`src/hw/lpmpc_pkg.sv`:
```
/*
  Constants, register map and carrier types of the low-power mode policy
  controller. Assumes a single 10 MHz system clock and a plain register port.
*/
`default_nettype none
package lpmpc_pkg;

  localparam int unsigned CLK_SYS_HZ      = 10_000_000;
  localparam int unsigned MAIN_CLK_MAX_HZ = 80_000_000;

  localparam int unsigned ADDR_W = 8;
  localparam int unsigned DATA_W = 32;
  localparam int unsigned CFG_W  = 8;
  localparam int unsigned MODE_W = 3;
  localparam int unsigned LAT_W  = 3;

  localparam logic [ADDR_W-1:0] POLICY_CFG_ADDR  = 8'h00;
  localparam logic [ADDR_W-1:0] MODE_STATUS_ADDR = 8'h04;

  localparam logic [1:0] PMODE_STOP     = 2'h0;
  localparam logic [1:0] PMODE_STANDBY  = 2'h1;
  localparam logic [1:0] PMODE_SHUTDOWN = 2'h2;

  // Cap on the always-on domain clock.
  localparam logic [1:0] ULP_CAP_40MHZ = 2'h0;
  localparam logic [1:0] ULP_CAP_4MHZ  = 2'h1;
  localparam logic [1:0] ULP_CAP_32KHZ = 2'h2;
  localparam logic [1:0] ULP_CAP_OFF   = 2'h3;

  typedef enum logic [MODE_W-1:0] {
    M_RUN, M_SLEEP, M_STOP, M_STANDBY, M_SHUTDOWN
  } lpmpc_mode_t;

  // Bit 7 down to bit 0 of the policy register.
  typedef struct packed {
    logic       osc_disable;
    logic       main_clock_low_freq_select;
    logic       four_meg_in_stop_bit;
    logic       osc_off_in_stop_bit;
    logic       standby_clock_stop_bit;
    logic [1:0] power_mode_field;
    logic       deep_sleep_flag;
  } lpmpc_cfg_t;

  localparam lpmpc_cfg_t CFG_RST = 8'h00;

  // Stop and standby policy taken at the wait instruction.
  typedef struct packed {
    logic four_meg;
    logic osc_off;
    logic stby_clk_stop;
  } lpmpc_lat_t;

  typedef struct packed {
    logic       hs_power;
    logic       aon_power;
    logic       cpu_clk_en;
    logic       retain;
    logic       timer_disable;
    logic       osc_en;
    logic       osc_run_4mhz;
    logic       ulp_limit_4mhz;
    logic       main_clk_lf;
    logic       pll_en;
    logic       high_freq_crystal_en;
    logic       hfin_en;
    logic [1:0] ulp_cap;
    logic       analog_en;
    logic       stby_clk_stop;
    logic       regulator_en;
    logic       bor_en;
    logic       bandgap_en;
  } lpmpc_out_t;

  typedef struct packed {
    lpmpc_mode_t       mode;
    lpmpc_cfg_t        cfg;
    lpmpc_lat_t        lat;
    lpmpc_out_t        out;
    logic [DATA_W-1:0] rd_data;
  } lpmpc_state_t;

endpackage : lpmpc_pkg
`default_nettype wire

```
`src/hw/lpmpc_top.sv`:
```
/*
  Low-power mode policy controller: moves the device between run, sleep,
  stop, standby and shutdown and drives domain power, clock gates and
  oscillator enables. Assumes synchronous inputs, a one-cycle wait pulse
  from the core and wake pulses from the wake logic outside.
*/
// Decided for this implementation: the register addresses and strobed register access.
// What this block does
// - High-speed domain runs from main clock no faster than 80 MHz.
// - High-speed domain powered only in run and sleep.
// - Stop and standby keep CPU, SRAM and peripheral state in retention.
// - Always-on domain powered in every mode but shutdown.
// - Always-on clock capped 40 MHz run/sleep, 4 MHz stop, 32 kHz standby.
// - Deep-sleep flag and power-mode field choose the low-power mode.
// - Run policies: oscillator on, low-frequency main clock, or oscillator off.
// - Stop policies: oscillator full speed, 4 MHz only, or off.
// - Standby policies differ only in the standby clock-stop bit.
// - Sleep gates the CPU clock, keeps run configuration, entered by wait.
// - In stop the always-on clock is forced to the 4 MHz oscillator output.
// - Stop entry turns off PLL, crystal and external high-speed input.
// - Stop and standby policies take effect only on a wait instruction.
// - Standby disables oscillator, fast clocks and ADC, DAC, op amp.
// - Shutdown stops clocks, regulator, brown-out detector, bandgap; loses state.
// - Shutdown ends only on wake pin, debug connection or external reset.
// - Run and sleep policies take effect as soon as written.
// - High-speed timers forced disabled in stop and standby.
`timescale 1ns/10ps
`default_nettype none
module lpmpc_top
#(
  parameter int unsigned MAIN_CLK_HZ = lpmpc_pkg::MAIN_CLK_MAX_HZ
) (
  input  wire logic                         clk_sys,
  input  wire logic                         rst,
  input  wire logic [lpmpc_pkg::ADDR_W-1:0] addr,
  input  wire logic [lpmpc_pkg::DATA_W-1:0] wr_data,
  input  wire logic                         wr_strobe,
  input  wire logic                         rd_strobe,
  output logic      [lpmpc_pkg::DATA_W-1:0] rd_data,
  input  wire logic                         wfi_wfe,
  input  wire logic                         wake_event,
  input  wire logic                         wake_io,
  input  wire logic                         debug_connect,
  input  wire logic                         external_reset_pin,
  output logic                              high_speed_domain_power,
  output logic                              always_on_domain_power,
  output logic                              cpu_clock_enable,
  output logic                              retention_enable,
  output logic                              timer_force_disable,
  output logic                              internal_oscillator_enable,
  output logic                              internal_oscillator_4mhz,
  output logic                              ulp_clock_from_4mhz,
  output logic                              main_clock_low_freq,
  output logic                              system_pll_enable,
  output logic                              high_freq_crystal_enable,
  output logic                              external_high_freq_input_enable,
  output logic      [1:0]                   ultra_low_power_clock_cap,
  output logic                              analog_enable,
  output logic                              standby_clock_stop,
  output logic                              core_regulator_enable,
  output logic                              brownout_detector_enable,
  output logic                              bandgap_enable
);
  import lpmpc_pkg::*;

  // A faster main clock cannot be served by the high-speed domain.
  if (MAIN_CLK_HZ > MAIN_CLK_MAX_HZ) begin : g_bad_clk
    $error("main clock rate above the high-speed domain limit");
  end

  lpmpc_state_t st;
  lpmpc_state_t next_st;

  // Outputs for a mode. Run and sleep read the live policy register so a
  // write acts at once; deeper modes read only the policy taken at entry.
  function automatic lpmpc_out_t drive_outputs(input lpmpc_mode_t m,
                                               input lpmpc_cfg_t  c,
                                               input lpmpc_lat_t  l);
    lpmpc_out_t o;
    o = '0;
    o.aon_power    = 1'b1;
    o.regulator_en = 1'b1;
    o.bor_en       = 1'b1;
    o.bandgap_en   = 1'b1;
    o.analog_en    = 1'b1;
    case (m)
      M_RUN, M_SLEEP: begin
        o.hs_power    = 1'b1;
        o.cpu_clk_en  = (m == M_RUN);
        o.osc_en      = !c.osc_disable;
        o.main_clk_lf = c.osc_disable | c.main_clock_low_freq_select;
        o.pll_en      = 1'b1;
        o.high_freq_crystal_en     = 1'b1;
        o.hfin_en     = 1'b1;
        o.ulp_cap     = ULP_CAP_40MHZ;
      end
      M_STOP: begin
        o.retain         = 1'b1;
        o.timer_disable  = 1'b1;
        // Off wins over the 4 MHz request, which is don't-care then.
        o.osc_en         = !l.osc_off;
        o.osc_run_4mhz   = l.four_meg & !l.osc_off;
        o.ulp_limit_4mhz = 1'b1;
        o.ulp_cap        = ULP_CAP_4MHZ;
      end
      M_STANDBY: begin
        o.retain        = 1'b1;
        o.timer_disable = 1'b1;
        o.analog_en     = 1'b0;
        o.stby_clk_stop = l.stby_clk_stop;
        o.ulp_cap       = ULP_CAP_32KHZ;
      end
      M_SHUTDOWN: begin
        o.aon_power    = 1'b0;
        o.regulator_en = 1'b0;
        o.bor_en       = 1'b0;
        o.bandgap_en   = 1'b0;
        o.analog_en    = 1'b0;
        o.ulp_cap      = ULP_CAP_OFF;
      end
      default: begin
        o.aon_power = 1'b1;
      end
    endcase
    return o;
  endfunction : drive_outputs

  always_comb begin
    next_st = st;
    next_st.rd_data = '0;
    if (wr_strobe && addr == POLICY_CFG_ADDR) begin
      next_st.cfg = lpmpc_cfg_t'(wr_data[CFG_W-1:0]);
    end
    if (rd_strobe) begin
      case (addr)
        POLICY_CFG_ADDR: begin
          next_st.rd_data = {{(DATA_W-CFG_W){1'b0}}, st.cfg};
        end
        MODE_STATUS_ADDR: begin
          next_st.rd_data = {{(DATA_W-MODE_W-LAT_W){1'b0}}, st.lat, st.mode};
        end
        default: begin
          next_st.rd_data = '0;
        end
      endcase
    end
    case (st.mode)
      M_RUN: begin
        // Low-power policies are taken only here, at the wait pulse.
        if (wfi_wfe) begin
          if (!st.cfg.deep_sleep_flag) begin
            next_st.mode = M_SLEEP;
          end else begin
            next_st.lat.four_meg      = st.cfg.four_meg_in_stop_bit;
            next_st.lat.osc_off       = st.cfg.osc_off_in_stop_bit;
            next_st.lat.stby_clk_stop = st.cfg.standby_clock_stop_bit;
            // The unused code 11 leaves the core running.
            case (st.cfg.power_mode_field)
              PMODE_STOP:     next_st.mode = M_STOP;
              PMODE_STANDBY:  next_st.mode = M_STANDBY;
              PMODE_SHUTDOWN: next_st.mode = M_SHUTDOWN;
              default:        next_st.mode = M_RUN;
            endcase
          end
        end
      end
      M_SLEEP, M_STOP, M_STANDBY: begin
        if (wake_event) begin
          next_st.mode = M_RUN;
        end
      end
      M_SHUTDOWN: begin
        if (wake_io || debug_connect || external_reset_pin) begin
          next_st.mode = M_RUN;
          next_st.cfg  = CFG_RST;
          next_st.lat  = '0;
        end
      end
      default: begin
        next_st.mode = M_RUN;
      end
    endcase
    next_st.out = drive_outputs(next_st.mode, next_st.cfg, next_st.lat);
  end

  always_ff @(posedge clk_sys or posedge rst) begin
    if (rst) begin
      // Reset leaves the device running under the all-zero run policy.
      st <= '{
        mode:    M_RUN,
        cfg:     CFG_RST,
        lat:     '0,
        out:     {1'h1, 1'h1, 1'h1, 1'h0, 1'h0, 1'h1, 1'h0, 1'h0, 1'h0,
                  1'h1, 1'h1, 1'h1, ULP_CAP_40MHZ, 1'h1, 1'h0,
                  1'h1, 1'h1, 1'h1},
        rd_data: '0
      };
    end else begin
      st <= next_st;
    end
  end

  assign rd_data                         = st.rd_data;
  assign high_speed_domain_power         = st.out.hs_power;
  assign always_on_domain_power          = st.out.aon_power;
  assign cpu_clock_enable                = st.out.cpu_clk_en;
  assign retention_enable                = st.out.retain;
  assign timer_force_disable             = st.out.timer_disable;
  assign internal_oscillator_enable      = st.out.osc_en;
  assign internal_oscillator_4mhz        = st.out.osc_run_4mhz;
  assign ulp_clock_from_4mhz             = st.out.ulp_limit_4mhz;
  assign main_clock_low_freq             = st.out.main_clk_lf;
  assign system_pll_enable               = st.out.pll_en;
  assign high_freq_crystal_enable        = st.out.high_freq_crystal_en;
  assign external_high_freq_input_enable = st.out.hfin_en;
  assign ultra_low_power_clock_cap       = st.out.ulp_cap;
  assign analog_enable                   = st.out.analog_en;
  assign standby_clock_stop              = st.out.stby_clk_stop;
  assign core_regulator_enable           = st.out.regulator_en;
  assign brownout_detector_enable        = st.out.bor_en;
  assign bandgap_enable                  = st.out.bandgap_en;

  logic run_wfi;
  logic deep_wfi;
  assign run_wfi  = (st.mode == M_RUN) && wfi_wfe;
  assign deep_wfi = run_wfi && st.cfg.deep_sleep_flag;
endmodule : lpmpc_top
`default_nettype wire

```
`config.mk`:
```
export PLATFORM = sky130hd
export DESIGN_NAME = lpmpc_top
export DESIGN_NICKNAME = d
export VERILOG_FILES = /design/src/hw/lpmpc_pkg.sv /design/src/hw/lpmpc_top.sv
export SDC_FILE = /design/constraint.sdc
export NUM_CORES = 1
export LEC_CHECK = 0
export BUFFER_PORTS_ARGS = -buffer_cell sky130_fd_sc_hd__buf_2
export CORE_AREA = 3 3 71 73
export DETAILED_ROUTE_END_ITERATION = 8
export DIE_AREA = 0 0 74 76
export GPL_TIMING_DRIVEN = 0
export HOLD_SLACK_MARGIN = 0.03
export PLACE_DENSITY = 0.78
export SETUP_SLACK_MARGIN = 0.2
export SKIP_LAST_GASP = 1
export SLEW_MARGIN = 40
export SYNTH_ARGS = -nofsm -noshare
export SYNTH_HDL_FRONTEND = slang
export SYNTH_SLANG_ARGS = --single-unit
export TNS_END_PERCENT = 100
```
`constraint.sdc`:
```
create_clock -name clk_sys -period 2.2 [get_ports clk_sys]
set_input_delay 0.11 -clock clk_sys [delete_from_list [all_inputs] [get_ports clk_sys]]
set_output_delay 0.11 -clock clk_sys [all_outputs]
set_load 0.05 [all_outputs]
```
==> flow_summary.json, run 1 <==
{
  "synth_top_area_share_pct": 41.58,
  "drive_above_1_share_pct": 43.36,
  "p_leak_uw": 0.001200,
  "maxSlewViolCount": 0,
  "sw_frac_of_total_pct": 30.33,
  "cp_num_buf_inv": 0,
  "ios": 100,
  "yosysMostFrequentCell": "buf_4",
  "critical_path_depth": 4,
  "crit_required_ps": 2350,
  "vias_per_cell": 4.471,
  "core_region_area_sq_um": 4414,
  "drv_cap": 0,
  "synth-edff-count": 0,
  "fin_crit_sh_pct": 80.31,
  "synth_cells": 173,
  "die_h_microns": 76,
  "p_sw_uw": 430.5,
  "status": "completed",
  "routedWlPerCell_microns": 11.57,
  "start_util_pct": 39.54,
  "worst_slew_pin_slew_ps": 684.4,
  "synth_top_area_cell": "dfrtp_1",
  "syn2layout_area_growth_pct": 29.10,
  "start_kind": "flip-flop",
  "worstRegToRegCells": 4,
  "timing.rr.start": "st[63]",
  "syn_area_sq_um": 1745,
  "first_pass_iters": 4,
  "ir_worst_vdd_v": 0.0002291,
  "root_buffer": "clkbuf_8",
  "synth.area.top_cells": "dfrtp_1 (42%), buf_4 (18%), dfstp_2 (7.5%)",
  "ys_seq_elements": 34,
  "path_cells": "nor2_1 > nand4b_1 > o211ai_1 > nor4_2",
  "rrSetupSlack_ps": 430,
  "power.internal_uw": 988.7,
  "timing.rr.end": "main_clock_low_freq",
  "yosysSeqAreaShare_pct": 49.10,
  "cts_num_sinks": 34,
  "cp_max_fo": 8,
  "setup_violations": 0,
  "wirelength_microns": 3563,
  "antenna_found_initial": 0,
  "min_from": "wr_data[3]",
  "utilization_pct": 51.05,
  "fin_skew_ps": 2.905,
  "criticalPathCategory": "reg -> reg",
  "hold_viol": 0,
  "critPathSlowestCell": "o211ai_1",
  "antenna_left": 0,
  "p_comb_share_pct": 20.1,
  "clk_path_buf_depth": 2,
  "grt_pass1_vias": 1327,
  "die-area_sq_um": 5624,
  "min_to": "st[57]",
  "drc": 0,
  "fmax_mhz": 566.0,
  "worstPathArrival_ps": 1920,
  "rsz0062_at_grt": "false",
  "nFillCells": 407,
  "endpoint_kind": "flip-flop",
  "diodes": 0,
  "hold_class": "in -> reg",
  "hold_depth": 3,
  "overflow": 0,
  "cts_htree_levels": 2,
  "synth_cell_type_count": 35,
  "track_usage_pct": 13.59,
  "relSlewSlack_pct": 54.31,
  "clk_latency_ps": 280,
  "cts_tree": "built",
  "syn_avg_cell_area_sq_um": 10.09,
  "dr.first_iter.drc_count": 72,
  "finalSetupTns_ps": 0,
  "finalCriticalPeriod_ps": 1767,
  "cp_top_family": "simple AND/OR/NAND/NOR gates",
  "finalNetCount": 304,
  "slowest_delay_ps": 510,
  "gp_congestion": 0.8143,
  "power.density_nw_per_um2": 629.8,
  "clkTransAtPathRegs_ps": 60,
  "cts_buffers": 5,
  "row_count": 24,
  "seq_area_sq_um": 857.1,
  "p_clk_share_pct": 32.4,
  "grt_pass1_wl_microns": 5968,
  "num_vias": 1377,
  "grt_max_degree": 35,
  "die_w_microns": 74,
  "pwr-share-seq_pct": 47.5,
  "hpwlAfterDp_microns": 2791,
  "io_buffers": 51,
  "async_flop_share_pct": 100.0,
  "multi_input_area_sq_um": 635.6,
  "synth_top_cells_by_count": "buf_4 (41), dfrtp_1 (29), nand2_1 (17)",
  "ys.warnings.count": 0,
  "synth_top_flop_cell": "dfrtp_1"
}
## sequential cells by signal, summed over array words and instances (netlist names)
register and cells:
analog_enable 1, st 14, main_clock_low_freq 1, internal_oscillator_enable 1, retention_enable 1, standby_clock_stop 1, rd_data 8, cpu_clock_enable 1
ulp_clock_from_4mhz 1, external_high_freq_input_enable 1, internal_oscillator_4mhz 1, ultra_low_power_clock_cap 2, always_on_domain_power 1
## cell families (layout without fill, tap and decap cells)
kind of cell / Yosys count / in the layout / synth area share [%]
multiplexers: 1 / 1 / 0.5735
buffers and inverters: 49 / 109 / 19.43
other: 1 / 24 / 0.2148
AO/OA/AOI/OAI: 32 / 32 / 11.83
AND/OR/NAND/NOR: 56 / 56 / 18.85
flip-flops: 34 / 34 / 49.10
## timing repair
action	4_1_cts	5_1_grt
gates resized for setup	0	0
hold buffers	1	0
endpoints found under the hold margin	29	0
setup buffers	0	0
endpoints found under the setup margin	0	0
## through the flow
step	hold slack, ps	instance area (sq um)	total power [uW]	cells	worst slack (ps)
after floorplan	240.7	1832	911.1	196	807.4
after global placement	348.8	2152	962.5	299	484.5
after detailed placement	255.9	2152	968.0	299	493.5
after CTS	50.29	2253	1431	308	469.5
after global routing	47.91	2253	1482	308	333.6
final	56.60	2253	1419	308	433.2
## metal layers
| layer | global-route usage, % | wire length, microns | up-vias |
|---|---|---|---|
| li1 | - | - | 695 |
| met3 | 3.826 | 310 | 17 |
| met2 | 22.70 | 1759 | 70 |
| met1 | 14.91 | 1356 | 595 |
| met4 | 7.971 | 136 | 0 |
| met5 | 0 | 0 | - |
## power by group through the flow
| stage | Clock, uW | Combinational, uW | Sequential (uW) |
|---|---|---|---|
| final | 460 | 286 | 673 |
| after global routing | 497 | 308 | 677 |
| after CTS | 472 | 286 | 673 |
| after detailed placement | 0 | 284 | 684 |
| after global placement | 0 | 279 | 683 |
| after floorplan | 0 | 198 | 713 |
## tightest hold or removal path: stages
cell     delay [ps]
buf_2            90
nand2_1          50
a21oi_1          50
## cells in the final DEF, fill, tap and decap left out, drive strengths merged
cell and instances:
a22oi 8, nor2 6, nor4 3, conb 24
nor4bb 1, and3 4, o211ai 2, dfrtp 29
dfstp 5, nand2b 4, clkbuf 10, nand4b 1
o311a 1, inv 5, nand2 17, a21oi 10
o31ai 3, clkinv 1, nor3 5, nor4b 1
and2 2, nor2b 7, o41ai 1, nand3 1
buf 92, nand4 2, dlygate4sd3 1, o21a 1
a21o 1, o21ai 5, or4 2, mux2i 1
## cell type report
class	instances	share of cell area (%)
clock buffer	7	3.831
sequential	34	38.03
timing repair buffer	52	11.77
tap	52	2.887
inverter	5	0.8329
multi-input combinational	113	28.21
buffer	44	14.21
clock inverter	1	0.2221
## worst max-delay path by stage
| stage | slack [ps] | start | end |
|---|---|---|---|
| after global routing | 330 | st[63] | main_clock_low_freq |
| after floorplan | 810 | st[63] | main_clock_low_freq |
| after CTS | 470 | st[63] | main_clock_low_freq |
| after global placement | 480 | st[63] | main_clock_low_freq |
| after detailed placement | 490 | st[63] | main_clock_low_freq |
| final | 430 | st[63] | main_clock_low_freq |
Note: power is estimated with default switching activity, not from simulation.
==> run 2, diff against run 1 <==
- ABC_AREA: default -> 1
- CORE_AREA: 3 3 71 73 -> 3 3 72 74
- DIE_AREA: 0 0 74 76 -> 0 0 75 77
- PLACE_DENSITY: 0.78 -> 0.81
- clock period: 2.2 -> 1.47 ns (I/O delays scaled with it)
==> run 2 against run 1 <==
Combinational power increased to 3.2 times the previous value. Clock skew increased by 4.2 ps. Clock power increased by 57%. Sequential power increased by 68%. Fmax increased by 37%. Register-to-register slack got worse by 250 ps. Clock-buffer cell count decreased by 1. First-iteration DRC count decreased by 13%. Flip-flop and latch count unchanged. Area after synthesis increased by 4.2%. Critical path depth increased by 3. Die area increased by 2.7%. Critical path type unchanged. Largest cell class unchanged.
==> flow_summary.json, run 2 <==
{
  "largest_register_ffs": 14,
  "maxSlewViolCount": 0,
  "finalSetupTns_ps": 0,
  "vias_per_cell": 4.380,
  "hold_class": "in -> reg",
  "finalWorstSetupSlack_ps": 180.3,
  "synth.area.top_cells": "dfrtp_1 (40%), buf_4 (17%), dfstp_2 (7.2%)",
  "core_region_area_sq_um": 4661,
  "dr.first_iter.drc_count": 63,
  "synth_cell_type_count": 31,
  "cts_htree_levels": 2,
  "cts_num_sinks": 34,
  "largest_register": "st",
  "dp_slack_ps": 130.8,
  "ir_worst_vdd_v": 0.0004656,
  "antenna_found_initial": 0,
  "finalNetCount": 336,
  "synth_top_flop_cell": "dfrtp_1",
  "num_vias": 1498,
  "drive_above_1_share_pct": 52.78,
  "fin_skew_ps": 7.073,
  "criticalPathCategory": "reg -> reg",
  "start_kind": "flip-flop",
  "fin_crit_sh_pct": 87.73,
  "synth_top_area_share_pct": 39.89,
  "grt_pass1_vias": 1410,
  "hpwlAfterDp_microns": 2819,
  "status": "completed",
  "syn2layout_area_growth_pct": 35.35,
  "first_pass_iters": 4,
  "final_cell_mix": "buf_4 (51), buf_2 (45), dfrtp_1 (27)",
  "drv_cap": 0,
  "start_util_pct": 39.03,
  "root_buffer": "clkbuf_8",
  "io_buffers": 51,
  "dp_cells": 326,
  "wirelength_microns": 4022,
  "synth_cells": 198,
  "syn_area_sq_um": 1819,
  "grt_pass1_wl_microns": 6161,
  "ys.warnings.count": 0,
  "grt_max_degree": 35,
  "utilization_pct": 52.83,
  "synth_top_cells_by_count": "buf_4 (42), dfrtp_1 (29), nand2_1 (25)",
  "cp_max_fo": 4,
  "relSlewSlack_pct": 54.26,
  "die_w_microns": 75,
  "clk_path_buf_depth": 2,
  "ios": 100,
  "hold_viol": 0,
  "cts_tree": "built",
  "setup_violations": 0,
  "routedWlPerCell_microns": 11.76,
  "antenna_left": 0,
  "clkTransAtPathRegs_ps": 70,
  "yosysSeqAreaShare_pct": 47.11,
  "p_leak_uw": 0.001374,
  "fmax_mhz": 775.4,
  "finalCriticalPeriod_ps": 1290,
  "overflow": 0,
  "die_h_microns": 77,
  "worstPathArrival_ps": 1520,
  "cts_buffers": 5,
  "synth-edff-count": 0,
  "die-area_sq_um": 5775,
  "final_common_cell": "buf_4",
  "final_cells": 342,
  "synth_top_area_cell": "dfrtp_1",
  "diodes": 0,
  "clk_latency_ps": 290,
  "power.density_nw_per_um2": 1123,
  "endpoint_kind": "flip-flop",
  "drc": 0,
  "yosysMostFrequentCell": "buf_4",
  "gp_congestion": 0.8530,
  "worst_slew_pin_slew_ps": 685.1,
  "rsz0062_at_grt": "true",
  "syn_avg_cell_area_sq_um": 9.188,
  "async_flop_share_pct": 100.0,
  "ys_seq_elements": 34,
  "row_count": 25,
  "track_usage_pct": 14.18,
  "crit_required_ps": 1700
}
-- run 2: cell count changes after synthesis, sizes merged, moves of 4 or more --
cell,change
a21oi,+5
a22oi,-8
and3,-4
inv,+18
nand2,+16
nand2b,-4
nand3,+10
nor2,+9
nor2b,-7
o21ai,+6
-- run 2: path summary, 6_finish.rpt --
kind / start / endpoint / slack (ps) / cells past startpoint
max reg2reg: st[63] / standby_clock_stop / 180 / 7
min in group asynchronous: rst / ultra_low_power_clock_cap[1] / 430 / 3
max in group asynchronous: rst / st[63] / 570 / 3
max: st[63] / standby_clock_stop / 180 / 7
min reg2reg: st[61] / rd_data[7] / 520 / 2
min: wr_data[0] / st[54] / 40 / 3
-- run 2: area by class of cell --
| cell class | count | area, sq um |
|---|---|---|
| Buffer | 44 | 330.3 |
| Clock buffer | 6 | 82.58 |
| Clock inverter | 2 | 12.51 |
| Fill cell | 420 | 2198 |
| Inverter | 23 | 91.34 |
| Multi-Input combinational cell | 121 | 693.2 |
| Sequential cell | 34 | 859.6 |
| Tap cell | 54 | 67.56 |
| Timing Repair Buffer | 58 | 325.3 |
-- run 2: logic make-up after synthesis --
group	Yosys count	synth area share [%]
simple gates	67	19.53
compound gates	29	10.11
buf+inv	67	23.04
other cells	1	0.2061
flops	34	47.11
-- run 2: through the flow --
step / hold slack, ps / instance area (sq um) / total power (uW)
after floorplan: 209.8 / 1906 / 1798
after global placement: 337.3 / 2228 / 1940
after detailed placement: 223.6 / 2228 / 1949
after CTS: 38.82 / 2406 / 2723
after global routing: 54.29 / 2462 / 2894
final: 39.25 / 2462 / 2764
-- run 2: power by group --
| group | switching (uW) | leakage [uW] | total (uW) | internal [uW] |
|---|---|---|---|---|
| clock network | 346 | 0.0000472 | 722 | 376 |
| logic | 622 | 0.000909 | 908 | 286 |
| registers | 83.2 | 0.000418 | 1130 | 1050 |
-- run 2: what timing repair did --
action                                  CTS  global route
gates cloned                              1             0
setup buffers                             5             1
hold buffers                              1             0
endpoints found under the setup margin   10            14
hold endpoints to repair                 29             0
pin swaps                                 5             3
resized for setup                        11            14
-- run 2: worst max-delay path: stages, from the launching register on --
cell and delay (ps):
dfrtp_2 460, nor2_4 150, nand2_4 80, inv_4 70, nand3_2 100, o21ai_4 140, nand2_2 120, a21oi_2 110
-- run 2: per-layer routing --
layer	track usage, %	up-vias	share of wire [%]
li1	-	738	-
met1	14.75	689	36
met2	24.74	59	54
met3	3.014	12	6.5
met4	9.075	0	3.7
met5	0	-	0
==> run 3, diff against run 2 <==
- CORE_AREA: 3 3 72 74 -> 3 3 65 82
- DIE_AREA: 0 0 75 77 -> 0 0 68 85
- SETUP_SLACK_MARGIN: 0.2 -> 0.05
==> run 3 against run 2 <==
Worst hold slack gained 16 ps. Clock-buffer cell count grew 1. Largest cell class unchanged. Fmax shrank 4.7%. Global-route usage shrank 0.79 points. Clock power shrank 4.2%. Largest power group unchanged. Worst setup slack lost 63 ps. Power shrank 4.7%. Highest routed layer unchanged. Core utilization shrank 3.0 points. Design area shrank 5.0%.
==> flow_summary.json, run 3 (synthesis results as in run 2) <==
{
  "p_leak_uw": 0.001313,
  "overflow": 0,
  "relSlewSlack_pct": 54.22,
  "die_h_microns": 85,
  "rsz0062_at_grt": "false",
  "maxSlewViolCount": 0,
  "fin_crit_sh_pct": 92.05,
  "start_util_pct": 38.75,
  "vias_per_cell": 4.047,
  "fin_skew_ps": 3.855,
  "hpwlAfterDp_microns": 2874,
  "highest_layer": "met4",
  "clkTransAtPathRegs_ps": 60,
  "routedWlPerCell_microns": 10.56,
  "row_count": 28,
  "drc": 0,
  "die_w_microns": 68,
  "diodes": 0,
  "worstPathArrival_ps": 1520,
  "gp_congestion": 0.8358,
  "cp_top_family": "simple AND/OR/NAND/NOR gates",
  "root_buffer": "clkbuf_8",
  "ir_worst_vdd_v": 0.0006629,
  "hold_viol": 0,
  "largest_register": "st",
  "track_usage_pct": 13.40,
  "finalCriticalPeriod_ps": 1353,
  "hold_class": "in -> reg",
  "drv_cap": 0,
  "place_area_sq_um": 2236,
  "cts_htree_levels": 2,
  "start_kind": "flip-flop",
  "cts_tree": "built",
  "dr.first_iter.drc_count": 29,
  "num_vias": 1380,
  "criticalPathCategory": "reg -> reg",
  "crit_required_ps": 1630,
  "endpoint_kind": "flip-flop",
  "cts_buffers": 5,
  "ios": 100,
  "antenna_left": 0,
  "power.density_nw_per_um2": 1127,
  "syn2layout_area_growth_pct": 28.54,
  "finalNetCount": 329,
  "wirelength_microns": 3601,
  "worst_slew_pin_slew_ps": 685.8,
  "routed-wl-met3_microns": 221,
  "grt_pass1_vias": 1360,
  "fin_area_sq_um": 2338,
  "final_common_cell": "buf_2",
  "nFillCells": 482,
  "largest_register_ffs": 14,
  "fmax_mhz": 739.0,
  "cp_common_cell": "nor2_2",
  "wl_met1_microns": 1347,
  "status": "completed",
  "utilization_pct": 49.81,
  "setup_violations": 0,
  "clk_latency_ps": 280,
  "grt_max_degree": 35,
  "finalSetupTns_ps": 0,
  "final_cell_mix": "buf_2 (51), buf_4 (42), dfrtp_1 (28)",
  "antenna_found_initial": 0,
  "cp_max_fo": 4,
  "drive_above_1_share_pct": 48.40,
  "path_cells": "nor2_2 > nand2_2 > nor2_2 > inv_2 > o21a_1 > nand2_1 > a21oi_2",
  "grt_pass1_wl_microns": 5885,
  "rrSetupSlack_ps": 120,
  "slowest_delay_ps": 440,
  "clk_path_buf_depth": 2,
  "io_buffers": 51,
  "first_pass_iters": 4,
  "cp_num_buf_inv": 1,
  "cts_num_sinks": 34,
  "core_region_area_sq_um": 4695,
  "critPathSlowestCell": "dfrtp_2",
  "met2_length_microns": 1990,
  "die-area_sq_um": 5780
}
## run 3: cell types whose count changed in the layout (fill, tap and decap cells not counted), sizes merged
cell / before / now
nand2: 34 / 33
clkbuf: 9 / 7
buf: 98 / 95
clkinvlp: 1 / 0
## run 3: repair_timing
action	CTS	global route
endpoints found under the setup margin	0	1
buffers inserted	0	0
endpoints found under the hold margin	29	0
hold buffers	1	0
resized for setup	0	1
## run 3: stage by stage
| step | cells | power, uW | setup slack, ps | hold WS, ps |
|---|---|---|---|---|
| after CTS | 341 | 2653 | 107.2 | 47.16 |
| after global placement | 332 | 1949 | 143.8 | 332.8 |
| after floorplan | 221 | 1798 | 276.6 | 209.8 |
| after detailed placement | 332 | 1960 | 124.9 | 221.9 |
| after global routing | 341 | 2769 | 51.23 | 63.12 |
| final | 341 | 2635 | 116.9 | 55.58 |
## run 3: worst min-delay path: stages
cell,delay [ps]
buf_2,70
o21ai_0,70
nor2_1,80
## run 3: layout make-up
type                       instances  area (sq um)  share of cell area (%)
timing repair buffer              52         265.3                   11.34
buffer                            44         330.3                   14.13
sequential                        34         858.3                   36.70
multi-input combinational        120         629.4                   26.91
tap                               60         75.07                   3.210
clock buffer                       7         86.33                   3.692
clock inverter                     1         5.005                  0.2140
inverter                          23         88.84                   3.799
## run 3: path summary, 6_finish.rpt
check,cells past startpoint,startpoint,endpoint
worst max-delay path,7,st[63],main_clock_low_freq
worst min-delay path,3,wr_data[2],st[56]
worst max register to register,7,st[63],main_clock_low_freq
worst min register to register,2,st[61],rd_data[7]
max in group asynchronous,3,rst,st[63]
min in group asynchronous,3,rst,retention_enable
## run 3: layer usage
layer / vias up / track usage (%)
met5: - / 0
met4: 0 / 3.797
met3: 7 / 3.179
met2: 51 / 24.74
met1: 601 / 14.66
li1: 721 / -
## run 3: power breakdown
part / switching, uW / internal (uW) / total [uW]
Clock: 314 / 377 / 692
Combinational: 586 / 233 / 819
Sequential: 75.0 / 1050 / 1120
